**config.mk**
```make
export PLATFORM = sky130hd
export DESIGN_NAME = ssd_slave
export DESIGN_NICKNAME = d
export VERILOG_FILES = /design/src/rtl/ssd_pkg.sv /design/src/rtl/ssd_crc16.sv /design/src/rtl/ssd_slave.sv
export SDC_FILE = /design/constraint.sdc
export NUM_CORES = 1
export LEC_CHECK = 0
export BUFFER_PORTS_ARGS = -buffer_cell sky130_fd_sc_hd__buf_4
export CAP_MARGIN = 40
export CORE_MARGIN = 2
export CORE_UTILIZATION = 54
export CTS_CLUSTER_DIAMETER = 80
export DETAILED_ROUTE_END_ITERATION = 10
export GPL_TIMING_DRIVEN = 0
export PLACE_DENSITY = 0.72
export SYNTH_ARGS = -nofsm -noshare
export SYNTH_HDL_FRONTEND = slang
export SYNTH_SLANG_ARGS = --single-unit
export TNS_END_PERCENT = 50
```
**constraint.sdc**
```tcl
create_clock -name clk_sys -period 9.9 [get_ports clk_sys]
set_clock_uncertainty 0.15 [all_clocks]
set_input_delay 0.495 -clock clk_sys [delete_from_list [all_inputs] [get_ports clk_sys]]
set_output_delay 0.495 -clock clk_sys [all_outputs]
set_load 0.01 [all_outputs]
```
**src/rtl/ssd_pkg.sv**
```systemverilog
// Constants, frame layout and carrier types for the serial slave decoder.
// Assumes a byte-level UART outside that delivers received bytes and takes bytes to send.
package ssd_pkg;
    // ------------------------------------------------------------
    // Frame constants
    // ------------------------------------------------------------
    localparam logic [7:0]  SSD_ADDR_BCAST   = 8'h00;
    localparam logic [7:0]  SSD_ADDR_MIN     = 8'h01;
    localparam logic [7:0]  SSD_ADDR_MAX     = 8'h10;
    localparam logic [7:0]  SSD_FC_READ      = 8'h03;
    localparam logic [7:0]  SSD_FC_COIL      = 8'h05;
    localparam logic [7:0]  SSD_RD_BYTECNT   = 8'h02;
    localparam logic [15:0] SSD_REG_JUDGE    = 16'h9025;
    localparam logic [15:0] SSD_RD_COUNT     = 16'h0001;
    localparam logic [15:0] SSD_COIL_ON      = 16'hFF00;
    localparam logic [15:0] SSD_COIL_OFF     = 16'h0000;
    localparam logic [15:0] SSD_CRC_INIT     = 16'hFFFF;
    localparam logic [15:0] SSD_CRC_POLY     = 16'hA001;
    localparam logic [3:0]  SSD_QUERY_LEN    = 4'h8;
    localparam logic [3:0]  SSD_READ_RSP_LEN = 4'h7;

    // ------------------------------------------------------------
    // Coil addresses and coil indices in ssd_coils_s member order (safety, the first member, is bit 5 of the vector)
    // ------------------------------------------------------------
    localparam logic [15:0] SSD_COIL_SAFETY  = 16'h0401;
    localparam logic [15:0] SSD_COIL_SERVO   = 16'h0403;
    localparam logic [15:0] SSD_COIL_FAULT   = 16'h0407;
    localparam logic [15:0] SSD_COIL_TMODE   = 16'h0414;
    localparam logic [15:0] SSD_COIL_CAPT    = 16'h0415;
    localparam logic [15:0] SSD_COIL_JOGP    = 16'h0416;
    localparam int          SSD_BIT_SAFETY   = 0;
    localparam int          SSD_BIT_SERVO    = 1;
    localparam int          SSD_BIT_FAULT    = 2;
    localparam int          SSD_BIT_TMODE    = 3;
    localparam int          SSD_BIT_CAPT     = 4;
    localparam int          SSD_BIT_JOGP     = 5;
    localparam int          SSD_NUM_COILS    = 6;
    localparam logic [5:0]  SSD_COILS_RESET  = 6'h00;

    // ------------------------------------------------------------
    // Timing: silent interval of 3.5 characters at the link rate
    // ------------------------------------------------------------
    localparam int          SSD_CLK_MHZ      = 100;
    localparam int          SSD_SILENCE_US   = 4010;
    localparam int          SSD_SILENCE_CYC  = SSD_SILENCE_US * SSD_CLK_MHZ;

    // ------------------------------------------------------------
    // Carrier types
    // ------------------------------------------------------------
    typedef struct packed {
        logic       valid;
        logic [7:0] data;
    } ssd_byte_s;

    typedef struct packed {
        logic safety_speed_limit_coil;
        logic servo_enable_coil;
        logic fault_clear_coil;
        logic teach_mode_coil;
        logic position_capture_coil;
        logic jog_positive_coil;
    } ssd_coils_s;
endpackage

```
**src/rtl/ssd_crc16.sv**
```systemverilog
// Byte-wide CRC-16 step used for both received and transmitted frames.
// Assumes the caller clears it at frame start and feeds one byte per strobe.
`timescale 1ns/1ps
module ssd_crc16
    import ssd_pkg::*;
(
    input  wire logic        clk_sys,
    input  wire logic        rst_b,
    input  wire logic        clear,
    input  wire logic        step,
    input  wire logic [7:0]  data,
    output logic      [15:0] crc
);
    // ------------------------------------------------------------
    // Eight bit-serial shifts folded into one cycle
    // ------------------------------------------------------------
    function automatic logic [15:0] crc_byte(input logic [15:0] c, input logic [7:0] d);
        logic [15:0] r;
        r = c ^ {8'h00, d};
        for (int i = 0; i < 8; i++) begin
            r = r[0] ? ((r >> 1) ^ SSD_CRC_POLY) : (r >> 1);
        end
        return r;
    endfunction

    // Clear wins so a new frame never inherits a stale remainder
    always_ff @(posedge clk_sys or negedge rst_b) begin
        if (!rst_b) begin
            crc <= SSD_CRC_INIT;
        end else if (clear) begin
            crc <= SSD_CRC_INIT;
        end else if (step) begin
            crc <= crc_byte(crc, data);
        end
    end
endmodule

```
**src/rtl/ssd_slave.sv**
```systemverilog
// Slave command interpreter: judgement status read and single-coil writes.
// Assumes a byte UART outside; rx bytes arrive as one-cycle strobes, tx takes
// a byte on tx_valid && tx_ready. The line-idle pin is asynchronous.
`timescale 1ns/1ps

module ssd_slave
    import ssd_pkg::*;
#(
    parameter int SILENCE_CYC = SSD_SILENCE_CYC
)(
    input  wire logic        clk_sys,
    input  wire logic        rst_b,
    input  wire logic [3:0]  axis_number,
    input  wire logic        line_idle,
    input  wire ssd_byte_s   rx_byte,
    input  wire logic [15:0] judgement_status,
    input  wire logic        tx_ready,
    output logic             tx_valid,
    output logic      [7:0]  tx_data,
    output ssd_coils_s       coils,
    output logic             coil_write_pulse
);
    // ------------------------------------------------------------
    // Declarations
    // ------------------------------------------------------------
    typedef enum logic [1:0] {
        SSD_RX   = 2'b00,
        SSD_WAIT = 2'b01,
        SSD_TX   = 2'b10,
        SSD_POST = 2'b11
    } ssd_state_e;

    localparam int CW = $clog2(SILENCE_CYC + 1);

    ssd_state_e      state_q;
    logic [7:0]      frame_q [0:7];
    logic [3:0]      rx_cnt_q;
    logic [3:0]      tx_idx_q;
    logic [3:0]      tx_len_q;
    logic [CW-1:0]   quiet_q;
    logic            quiet_done;
    logic [2:0]      idle_sync_q;
    logic            idle_stable_q;
    logic [15:0]     rx_crc;
    logic [15:0]     tx_crc;
    logic [7:0]      own_addr;
    logic [15:0]     f_addr;
    logic [15:0]     f_data;
    logic            frame_end;
    logic            crc_ok;
    logic            is_own;
    logic            is_bcast;
    logic            read_ok;
    logic            coil_known;
    logic            coil_data_ok;
    logic            coil_ok;
    logic            tx_fire;
    logic [7:0]      tx_byte;
    logic            tx_body;
    logic [15:0]     tx_crc_next;

    // ------------------------------------------------------------
    // Line-idle synchroniser; change taken when stages two and three agree
    // ------------------------------------------------------------
    always_ff @(posedge clk_sys or negedge rst_b) begin
        if (!rst_b) begin
            idle_sync_q   <= 3'h0;
            idle_stable_q <= 1'b0;
        end else begin
            idle_sync_q <= {idle_sync_q[1:0], line_idle};
            if (idle_sync_q[1] == idle_sync_q[2]) begin
                idle_stable_q <= idle_sync_q[2];
            end
        end
    end

    // Silence counter: runs while the line is idle, restarts on any rx byte
    always_ff @(posedge clk_sys or negedge rst_b) begin
        if (!rst_b) begin
            quiet_q <= '0;
        end else if (rx_byte.valid || !idle_stable_q || tx_fire) begin
            quiet_q <= '0;
        end else if (!quiet_done) begin
            quiet_q <= quiet_q + CW'(1);
        end
    end
    assign quiet_done = (quiet_q == CW'(SILENCE_CYC));

    // ------------------------------------------------------------
    // Frame decode
    // ------------------------------------------------------------
    assign own_addr     = {4'h0, axis_number} + 8'h01;
    assign f_addr       = {frame_q[2], frame_q[3]};
    assign f_data       = {frame_q[4], frame_q[5]};
    // A full eight bytes followed by silence closes a query
    assign frame_end    = (state_q == SSD_RX) && quiet_done && (rx_cnt_q == SSD_QUERY_LEN);
    // Remainder over data plus transmitted CRC is zero for a clean frame
    assign crc_ok       = (rx_crc == 16'h0000);
    assign is_own       = (frame_q[0] == own_addr);
    assign is_bcast     = (frame_q[0] == SSD_ADDR_BCAST);
    assign read_ok      = is_own && (frame_q[1] == SSD_FC_READ) &&
                          (f_addr == SSD_REG_JUDGE) && (f_data == SSD_RD_COUNT);
    assign coil_known   = (f_addr == SSD_COIL_SAFETY) || (f_addr == SSD_COIL_SERVO) ||
                          (f_addr == SSD_COIL_FAULT)  || (f_addr == SSD_COIL_TMODE) ||
                          (f_addr == SSD_COIL_CAPT)   || (f_addr == SSD_COIL_JOGP);
    assign coil_data_ok = (f_data == SSD_COIL_ON) || (f_data == SSD_COIL_OFF);
    // Invalid coil address or data is simply not answered
    assign coil_ok      = (is_own || is_bcast) && (frame_q[1] == SSD_FC_COIL) &&
                          coil_known && coil_data_ok;

    // Receive buffer; bytes past eight are counted but not stored
    always_ff @(posedge clk_sys or negedge rst_b) begin
        if (!rst_b) begin
            rx_cnt_q <= 4'h0;
        end else if (state_q != SSD_RX) begin
            rx_cnt_q <= 4'h0;
        end else if (quiet_done && !rx_byte.valid) begin
            rx_cnt_q <= 4'h0;
        end else if (rx_byte.valid && rx_cnt_q != 4'hF) begin
            rx_cnt_q <= rx_cnt_q + 4'h1;
        end
    end

    always_ff @(posedge clk_sys) begin
        if (state_q == SSD_RX && rx_byte.valid && rx_cnt_q < SSD_QUERY_LEN) begin
            frame_q[rx_cnt_q[2:0]] <= rx_byte.data;
        end
    end

    ssd_crc16 u_rx_crc (
        .clk_sys (clk_sys),
        .rst_b   (rst_b),
        .clear   (state_q != SSD_RX || (quiet_done && !rx_byte.valid)),
        .step    (state_q == SSD_RX && rx_byte.valid),
        .data    (rx_byte.data),
        .crc     (rx_crc)
    );

    // ------------------------------------------------------------
    // Coil outputs
    // ------------------------------------------------------------
    always_ff @(posedge clk_sys or negedge rst_b) begin
        if (!rst_b) begin
            coils            <= SSD_COILS_RESET;
            coil_write_pulse <= 1'b0;
        end else begin
            coil_write_pulse <= 1'b0;
            if (frame_end && crc_ok && coil_ok) begin
                coil_write_pulse <= 1'b1;
                case (f_addr)
                    SSD_COIL_SAFETY: coils.safety_speed_limit_coil <= f_data[15];
                    SSD_COIL_SERVO:  coils.servo_enable_coil       <= f_data[15];
                    SSD_COIL_FAULT:  coils.fault_clear_coil        <= f_data[15];
                    SSD_COIL_TMODE:  coils.teach_mode_coil         <= f_data[15];
                    SSD_COIL_CAPT:   coils.position_capture_coil   <= f_data[15];
                    SSD_COIL_JOGP:   coils.jog_positive_coil       <= f_data[15];
                    default:         coils                         <= coils;
                endcase
            end
        end
    end

    // ------------------------------------------------------------
    // Reply sequencing
    // ------------------------------------------------------------
    always_ff @(posedge clk_sys or negedge rst_b) begin
        if (!rst_b) begin
            state_q  <= SSD_RX;
            tx_len_q <= 4'h0;
        end else begin
            case (state_q)
                SSD_RX: begin
                    if (frame_end && crc_ok && read_ok) begin
                        state_q  <= SSD_WAIT;
                        tx_len_q <= SSD_READ_RSP_LEN;
                    end else if (frame_end && crc_ok && coil_ok && !is_bcast) begin
                        state_q  <= SSD_WAIT;
                        tx_len_q <= SSD_QUERY_LEN;
                    end
                end
                // Query already ended in silence; this is the gap before our reply
                SSD_WAIT: state_q <= SSD_TX;
                SSD_TX: begin
                    if (tx_fire && tx_idx_q == tx_len_q - 4'h1) begin
                        state_q <= SSD_POST;
                    end
                end
                // Hold off receiving until the trailing silence has elapsed
                SSD_POST: begin
                    if (quiet_done) begin
                        state_q <= SSD_RX;
                    end
                end
                default: state_q <= SSD_RX;
            endcase
        end
    end

    always_ff @(posedge clk_sys or negedge rst_b) begin
        if (!rst_b) begin
            tx_idx_q <= 4'h0;
        end else if (state_q != SSD_TX) begin
            tx_idx_q <= 4'h0;
        end else if (tx_fire) begin
            tx_idx_q <= tx_idx_q + 4'h1;
        end
    end

    // Byte selection; status bytes come from the loaded flop so the check matches the wire
    assign tx_body = (tx_idx_q < tx_len_q - 4'h2);
    always_comb begin
        tx_byte = 8'h00;
        if (!tx_body) begin
            tx_byte = (tx_idx_q == tx_len_q - 4'h2) ? tx_crc[7:0] : tx_crc[15:8];
        end else if (tx_len_q == SSD_READ_RSP_LEN) begin
            case (tx_idx_q)
                4'h0:    tx_byte = own_addr;
                4'h1:    tx_byte = SSD_FC_READ;
                4'h2:    tx_byte = SSD_RD_BYTECNT;
                4'h3:    tx_byte = tx_data;
                default: tx_byte = tx_data;
            endcase
        end else begin
            tx_byte = frame_q[tx_idx_q[2:0]];
        end
    end

    assign tx_valid = (state_q == SSD_TX);
    assign tx_fire  = tx_valid && tx_ready;

    // Data output held in a flop; loaded with the first byte in SSD_WAIT, then updated only on an accepted byte
    always_ff @(posedge clk_sys or negedge rst_b) begin
        if (!rst_b) begin
            tx_data <= 8'h00;
        end else if (state_q == SSD_WAIT) begin
            tx_data <= (tx_len_q == SSD_READ_RSP_LEN) ? own_addr : frame_q[0];
        end else if (tx_fire) begin
            tx_data <= tx_next_byte(tx_idx_q + 4'h1);
        end
    end

    // Next-byte lookahead repeats the selection for the next index, taking status bytes from judgement_status
    function automatic logic [7:0] tx_next_byte(input logic [3:0] idx);
        logic [7:0] b;
        b = 8'h00;
        if (idx == tx_len_q - 4'h2) begin
            b = tx_crc_next[7:0];
        end else if (idx == tx_len_q - 4'h1) begin
            b = tx_crc_next[15:8];
        end else if (tx_len_q == SSD_READ_RSP_LEN) begin
            case (idx)
                4'h1:    b = SSD_FC_READ;
                4'h2:    b = SSD_RD_BYTECNT;
                4'h3:    b = judgement_status[15:8];
                default: b = judgement_status[7:0];
            endcase
        end else begin
            b = frame_q[idx[2:0]];
        end
        return b;
    endfunction

    // CRC after the byte now leaving, so the trailer is ready in time
    always_comb begin
        tx_crc_next = tx_crc;
        if (tx_body) begin
            tx_crc_next = tx_crc ^ {8'h00, tx_byte};
            for (int i = 0; i < 8; i++) begin
                tx_crc_next = tx_crc_next[0] ? ((tx_crc_next >> 1) ^ SSD_CRC_POLY)
                                             : (tx_crc_next >> 1);
            end
        end
    end

    ssd_crc16 u_tx_crc (
        .clk_sys (clk_sys),
        .rst_b   (rst_b),
        .clear   (state_q != SSD_TX),
        .step    (tx_fire && tx_body),
        .data    (tx_byte),
        .crc     (tx_crc)
    );
endmodule

```
# ---- Yosys cells after proc, flatten, opt, wreduce, memory -nomap -nowiden
# Memories as Yosys holds them, arrays and structs flattened.
# Cells that the tools add are included.
# W data, S select, Z words.
dict set report op_classes {
  add_sub_neg 6
  order_cmp 2
  eq_ne 34
  n_mux 49
  bitwise 18
  n_reduce_logical 52
}
# operator n
set ops {}
lappend ops {{$mux W16} 21}
lappend ops {{$eq A16 B11 Y1 const B} 6}
lappend ops {{$mux W8} 9}
lappend ops {{$not A2 Y3} 16}
lappend ops {{$pmux W8 S3} 2}
lappend ops {{$mux W19} 2}
lappend ops {{$eq A16 B16 Y1 const B} 2}
lappend ops {{$logic_not A16 Y1} 2}
lappend ops {{$xor A16 B8 Y16} 2}
lappend ops {{$mux W4} 7}
lappend ops {{$add A19 B1 Y19 const B} 1}
lappend ops {{$eq A19 B19 Y1 const B} 1}
lappend ops {{$logic_and A1 B1 Y1} 19}
lappend ops {{$eq A16 B1 Y1 const B} 1}
lappend ops {{$eq A4 B4 Y1} 4}
lappend ops {{$reduce_and A2 Y1} 7}
lappend ops {{$eq A4 B2 Y1 const B} 3}
lappend ops {{$reduce_bool A2 Y1} 6}
lappend ops {{$logic_or A1 B1 Y1} 10}
lappend ops {{$add A4 B1 Y4 const B} 2}
lappend ops {{$eq A4 B1 Y1 const B} 2}
lappend ops {{$eq A8 B2 Y1 const B} 1}
lappend ops {{$eq A8 B3 Y1 const B} 1}
lappend ops {{$eq A8 B5 Y1} 1}
lappend ops {{other kinds (23)} 33}
dict set report totals {
  ff_bits 84
  mem_bits_rw 64
  input_bits 33
  elab_cells 179
  n_memories 1
}
# name depth word_bits rd rd_ports_with_merged_regs write_ports line
set memory_table {}
lappend memory_table {frame_q 8 8 8 0 1 ssd_slave.sv:36} ;# logic [7:0] frame_q [0:7];

# ---- Depth between registers and ports, before layout
dict set report logic_depth {
  ltp_word 26
  ltp_mapped 16
  mapped_depth_nobuf 13
}

# ---- Modules after synthesis
# A second synthesis with hierarchy kept.
dict set report hier_totals {
  cells_unflattened 860
  hier_area_um2 9002.4
}
# mod instances cells_per_inst area_per_inst_um2 seq_area_each_um2
set modules_own_cells {}
lappend modules_own_cells {ssd_slave 1 687 7210.7 3173.0}
lappend modules_own_cells {{ssd_crc16 at u_rx_crc} 1 87 897.1 420.4}
lappend modules_own_cells {{ssd_crc16 at u_tx_crc} 1 86 894.6 420.4}

# ---- Least setup slack after synthesis
# Ideal clock, no wire load.
dict set report synth_path {
  path_kind {flip-flop to flip-flop}
  from {register tx_idx_q[1]}
  to {register tx_data[7]}
  t_arrival_ns 3.581
  required_time_ns 9.611
  path_slack_ns 6.030
  stages_incl_launch_ff 16
  synth_period_minus_slack_ns 3.870
  cell_sequence {dfrtp_1 buf_6 buf_6 buf_6 inv_1 ha_1 clkbuf_1 o31ai_1 and3_1 o21ai_0 o2bb2ai_2 xor2_2 xnor3_2 and3_1 o41ai_1 nand3_1}
}
dict set report synth_via {
  elab_chain_len 19
  elab_cells_between_ends 39
  classes_between {1 x add/sub; 1 x order compare; 8 x eq/ne; 19 x mux; 8 x bitwise; 1 x reduce/logical; 1 x memory}
}
# item line
set synth_lines {}
lappend synth_lines {{start, declared} ssd_slave.sv:38} ;# logic [3:0] tx_idx_q;
lappend synth_lines {{start signal, assigned} ssd_slave.sv:205} ;# tx_idx_q <= tx_idx_q + 4'h1;
lappend synth_lines {{$eq A4 B2 Y1, or another cell as far along} ssd_slave.sv:216} ;# case (tx_idx_q)
lappend synth_lines {{$pmux W8 S3} ssd_slave.sv:216}
lappend synth_lines {{$mux W8} ssd_slave.sv:215} ;# end else if (tx_len_q == SSD_READ_RSP_LEN) begin
lappend synth_lines {{$mux W8} ssd_slave.sv:213} ;# if (!tx_body) begin
lappend synth_lines {{$xor A16 B8 Y16} ssd_slave.sv:267} ;# tx_crc_next = tx_crc ^ {8'h00, tx_byte};
lappend synth_lines {{$mux W16 or $not A2 Y3 (tied branches) (6 in series)} -}
lappend synth_lines {{$not A2 Y3 (no source line) or $mux W16 (tied branches)} -}
lappend synth_lines {{$mux W16 (2 in series)} ssd_slave.sv:269} ;# tx_crc_next = tx_crc_next[0] ? ((tx_crc_next >> 1) ^ SSD_CRC_POLY)
lappend synth_lines {{$mux W16} ssd_slave.sv:266} ;# if (tx_body) begin
lappend synth_lines {{$mux W8} ssd_slave.sv:248} ;# end else if (idx == tx_len_q - 4'h1) begin
lappend synth_lines {{$mux W8 *} ssd_slave.sv:246} ;# if (idx == tx_len_q - 4'h2) begin
lappend synth_lines {{$mux W8 *} ssd_slave.sv:237} ;# end else if (tx_fire) begin
lappend synth_lines {{$mux W8 *} ssd_slave.sv:235} ;# end else if (state_q == SSD_WAIT) begin
lappend synth_lines {{end signal, assigned} ssd_slave.sv:236} ;# tx_data <= (tx_len_q == SSD_READ_RSP_LEN) ? own_addr : frame_q[0];
lappend synth_lines {{end signal, assigned} ssd_slave.sv:238} ;# tx_data <= tx_next_byte(tx_idx_q + 4'h1);
lappend synth_lines {{end, declared} ssd_slave.sv:19} ;# output logic [7:0] tx_data,
# Every way passes the cells marked *; elsewhere a longest branch is shown, timed or not. The select of a mux whose other input is x is not followed.
# A chain may end at the register's enable or synchronous reset.

# ---- Worst setup path in the final report
dict set report layout_path {
  from {register tx_idx_q[1]}
  to {register tx_data[0]}
}
dict set report layout_via {
  elab_chain_len 19
  elab_cells_between_ends 39
  classes_between {1 x add/sub; 1 x order compare; 8 x eq/ne; 19 x mux; 8 x bitwise; 1 x reduce/logical; 1 x memory}
}
# item line
set layout_lines {}
lappend layout_lines {{$eq A4 B2 Y1, or another cell as far along} ssd_slave.sv:216}
lappend layout_lines {{$pmux W8 S3} ssd_slave.sv:216}
lappend layout_lines {{$mux W8} ssd_slave.sv:215}
lappend layout_lines {{$mux W8} ssd_slave.sv:213}
lappend layout_lines {{$xor A16 B8 Y16} ssd_slave.sv:267}
lappend layout_lines {{$mux W16 or $not A2 Y3 (tied branches) (2 in series)} -}
lappend layout_lines {{$not A2 Y3 (no source line) or $mux W16 (tied branches)} -}
lappend layout_lines {{$mux W16 (6 in series)} ssd_slave.sv:269}
lappend layout_lines {{$mux W16} ssd_slave.sv:266}
lappend layout_lines {{$mux W8} ssd_slave.sv:248}
lappend layout_lines {{$mux W8 *} ssd_slave.sv:246}
lappend layout_lines {{$mux W8 *} ssd_slave.sv:237}
lappend layout_lines {{$mux W8 *} ssd_slave.sv:235}
# Marks and branches as above.

==> impl_metrics.ini <==
[clock_tree]
post_cts_resized = 0
cts_setup_buffers = 0
cts_tree = yes
htree_levels = 4
cts_max_path_buffers = 2
insertion_delay_ns = 0.43
clock-sinks = 146
path_clk_slew_ns = 0.06
cts_buffers = 17
cts_root_buffer = clkbuf_16

[critical_path]
reg2reg_to = tx_data[0]
crit_type = flop to flop
cp_data_required_time_ns = 10.07
start_kind = flop
reg2reg_slack_ns = 4.92
crit_path_start = tx_idx_q[1]
cp_max_fo = 10
reg2reg_from = tx_idx_q[1]
r2r_cells = 15
crit_arrival_ns = 5.15
cp-end-kind = flop

[outcome]
status = finished clean

[logic_synthesis]
syn_nets = 838
synth_area_leaders = edfxtp_1 23%, dfrtp_1 15%, dfstp_2 9.9%
synth_simple_gate_area_share_pct = 15.4
syn_inst = 786
yosys_warnings = 0
ys_ff_latch = 146
synth_edf_count = 64
synth.top_cell.area_share_pct = 22.5
synth_compound_area_share_pct = 13.7
muxShareOfSynthArea_pct = 10.1
synth_top_family_by_area = simple AND/OR/NAND/NOR gates
yosysTopAreaCell = edfxtp_1
ys_seq_area_share_pct = 47.0
synth_fa_ha_area_share_pct = 2.90
syn_avg_cell_area_um2 = 10.9
synth_cell_type_count = 77
synthFlopType = edfxtp_1
synthArstFlopShare_pct = 56.2
syn_area_mm2 = 0.00854
synth-xor-area-share_pct = 8.06

[pwr]
leakagePower_nw = 3.59
ir_drop_mv = 0.216
power_density_mw_per_mm2 = 188

[floorplan]
dieArea_mm2 = 0.0168
start_util_pct = 55.7
io_pins = 49
fp.dieW_um = 130
std_cell_rows = 45
fp.dieH_um = 130
core_mm2 = 0.0153

[sta]
slew_viol_final = 0
fin_crit_ns = 4.98
finalSetupViolCount = 0
fin_crit_sh_pct = 50.3
max_freq_ghz = 0.201
slew_headroom_pct = 40.8
rsz0062_at_grt = false
fin_setup_tns_ns = 0
hold_viol_final = 0
tightest_slew_ns = 0.880

[grt]
grt_max_degree = 56
antenna_found_initial = 0
grt_pass1_vias = 6872
grt_usage_pct = 29.6
overflow = 0
grt_first_pass_wirelength_um = 37500

[routing]
wl_per_cell_um = 22.0
vias_per_cell = 6.39
totalWireLength_um = 23700
drc = 0
vias = 6906
drt-initial-drc-count = 683
drt.antenna.violating_nets = 0
first_pass_iters = 5

[place]
portBuffers = 47
place_hpwl_um = 17900
dp.cells = 1048
finalWeightedCongestion = 0.945

[hold_path]
min_path_cells = 1
min_path_type = input pin to flop
min_from = line_idle
whs_endpoint = idle_sync_q[0]

[cells_and_area]
ff_latch_area_mm2 = 0.00401
fin_cells = 1081
drive_gt1_share_pct = 19.2
nFillCells = 1232
antenna_cells = 0
fin_nets = 909
multiInputGateArea_mm2 = 0.00428
syn2layout_area_growth_pct = 14.9

[run]
drv_cap = 0
==> critical path: stages (launching register included) <==
cell	delay, ns
dfrtp_1	0.65
buf_6	0.24
buf_6	0.19
buf_6	0.18
inv_1	0.09
ha_1	0.18
clkbuf_1	0.20
o31ai_1	0.76
o2bb2ai_1	0.20
a22oi_1	0.18
a2bb2oi_1	0.17
a21oi_1	0.44
xnor3_2	0.53
xnor2_4	0.26
xnor2_1	0.13
a311oi_1	0.31
==> power breakdown <==
| group | switching (mW) | internal (mW) | leakage (nW) |
|---|---|---|---|
| clock network | 0.263 | 0.398 | 0.290 |
| logic | 0.201 | 0.172 | 1.72 |
| registers | 0.0756 | 0.738 | 1.58 |
| total | 0.540 | 1.31 | 3.59 |
==> what timing repair did <==
item,in CTS,in global routing
endpoints found under the setup margin,0,0
hold endpoints to repair,14,0
hold buffers,1,0
==> logic make-up (layout without fill, tap and decap cells) <==
group / after synthesis / after routing
buf+inv: 56 / 140
fa+ha+maj: 20 / 20
flops: 146 / 146
compound gates: 171 / 171
xor+xnor: 73 / 73
simple gates: 268 / 268
mux: 52 / 52
==> sequential cells by signal, summed over array words and instances, names as in the netlist <==
| signal | count |
|---|---|
| frame_q | 64 |
| u_tx_crc.crc | 16 |
| idle_stable_q | 1 |
| tx_idx_q | 4 |
| idle_sync_q | 3 |
| state_q | 2 |
| coils | 6 |
| rx_cnt_q | 4 |
| tx_data | 8 |
| coil_write_pulse | 1 |
| quiet_q | 19 |
| tx_len_q | 2 |
| u_rx_crc.crc | 16 |
==> how the worst max path moves through the flow <==
stage	slack (ns)	end	depth (start not counted)
floorplan	6.03	tx_data[7]	15
global placement	5.11	tx_data[0]	15
detailed placement	4.97	tx_data[0]	15
CTS	4.94	tx_data[0]	15
global route	4.74	tx_data[7]	15
finish	4.92	tx_data[0]	15
==> cell usage in the layout (no fill, tap or decap), types with 5 or more instances in the layout <==
cell type	synthesis	routed
xnor2_1	39	39
xor2_1	30	30
inv_1	16	16
clkbuf_16	0	17
nor4_1	12	12
clkbuf_1	31	31
nor2_1	80	80
a22oi_1	8	8
dfstp_2	32	32
nor3_1	15	15
o22a_1	16	16
nor4b_1	6	6
nand4_1	17	17
buf_4	0	47
and2_1	5	5
a21oi_1	49	49
nand3_1	26	26
edfxtp_1	64	64
a211oi_1	9	9
buf_2	4	7
a31oi_1	7	7
nor2b_1	13	13
mux2_2	9	9
mux2i_1	15	15
ha_1	19	19
mux4_2	26	26
nand2_1	61	61
dfrtp_1	50	50
o21ai_0	27	27
and3_1	7	7
==> layout make-up <==
cell class	instances	share of cell area, %
clock buffer	17	4.34
clock inverter	15	1.82
inverter	16	0.612
timing repair buffer	52	4.13
multi-input combinational	584	43.7
sequential	146	40.9
tap	211	2.69
buffer	40	1.81
==> stage by stage <==
stage	setup slack, ns	cell area [µm²]	util [%]	hold slack [ns]	power, mW
global placement	5.11	9150	59.8	0.183	1.17
CTS	4.94	9810	64.1	0.0177	1.85
floorplan	6.03	8540	-	0.0494	1.08
global route	4.74	9810	64.1	0.0113	1.92
detailed placement	4.97	9200	60.0	0.187	1.19
finish	4.92	9810	64.1	0.0271	1.85
==> Yosys cell counts, types with 5 or more instances <==
library cell	count
a211oi_1	9
a21oi_1	49
a22oi_1	8
a31oi_1	7
and2_1	5
and3_1	7
clkbuf_1	31
dfrtp_1	50
dfstp_2	32
edfxtp_1	64
ha_1	19
inv_1	16
mux2_2	9
mux2i_1	15
mux4_2	26
nand2_1	61
nand3_1	26
nand4_1	17
nor2_1	80
nor2b_1	13
nor3_1	15
nor4_1	12
nor4b_1	6
o21ai_0	27
o22a_1	16
xnor2_1	39
xor2_1	30
==> routing by layer <==
layer  vias to the layer above  global-route usage (%)  wire length [µm]  part of all wire [%]
li1                       3079                       -                 -                     -
met1                      3376                    39.4              9750                    41
met2                       386                    47.7             11100                    47
met3                        65                    7.13              2140                   9.0
met4                         0                    11.0               770                   3.2
met5                         -                       0                 0                     0
No activity file was read; power rests on OpenSTA's default activity.
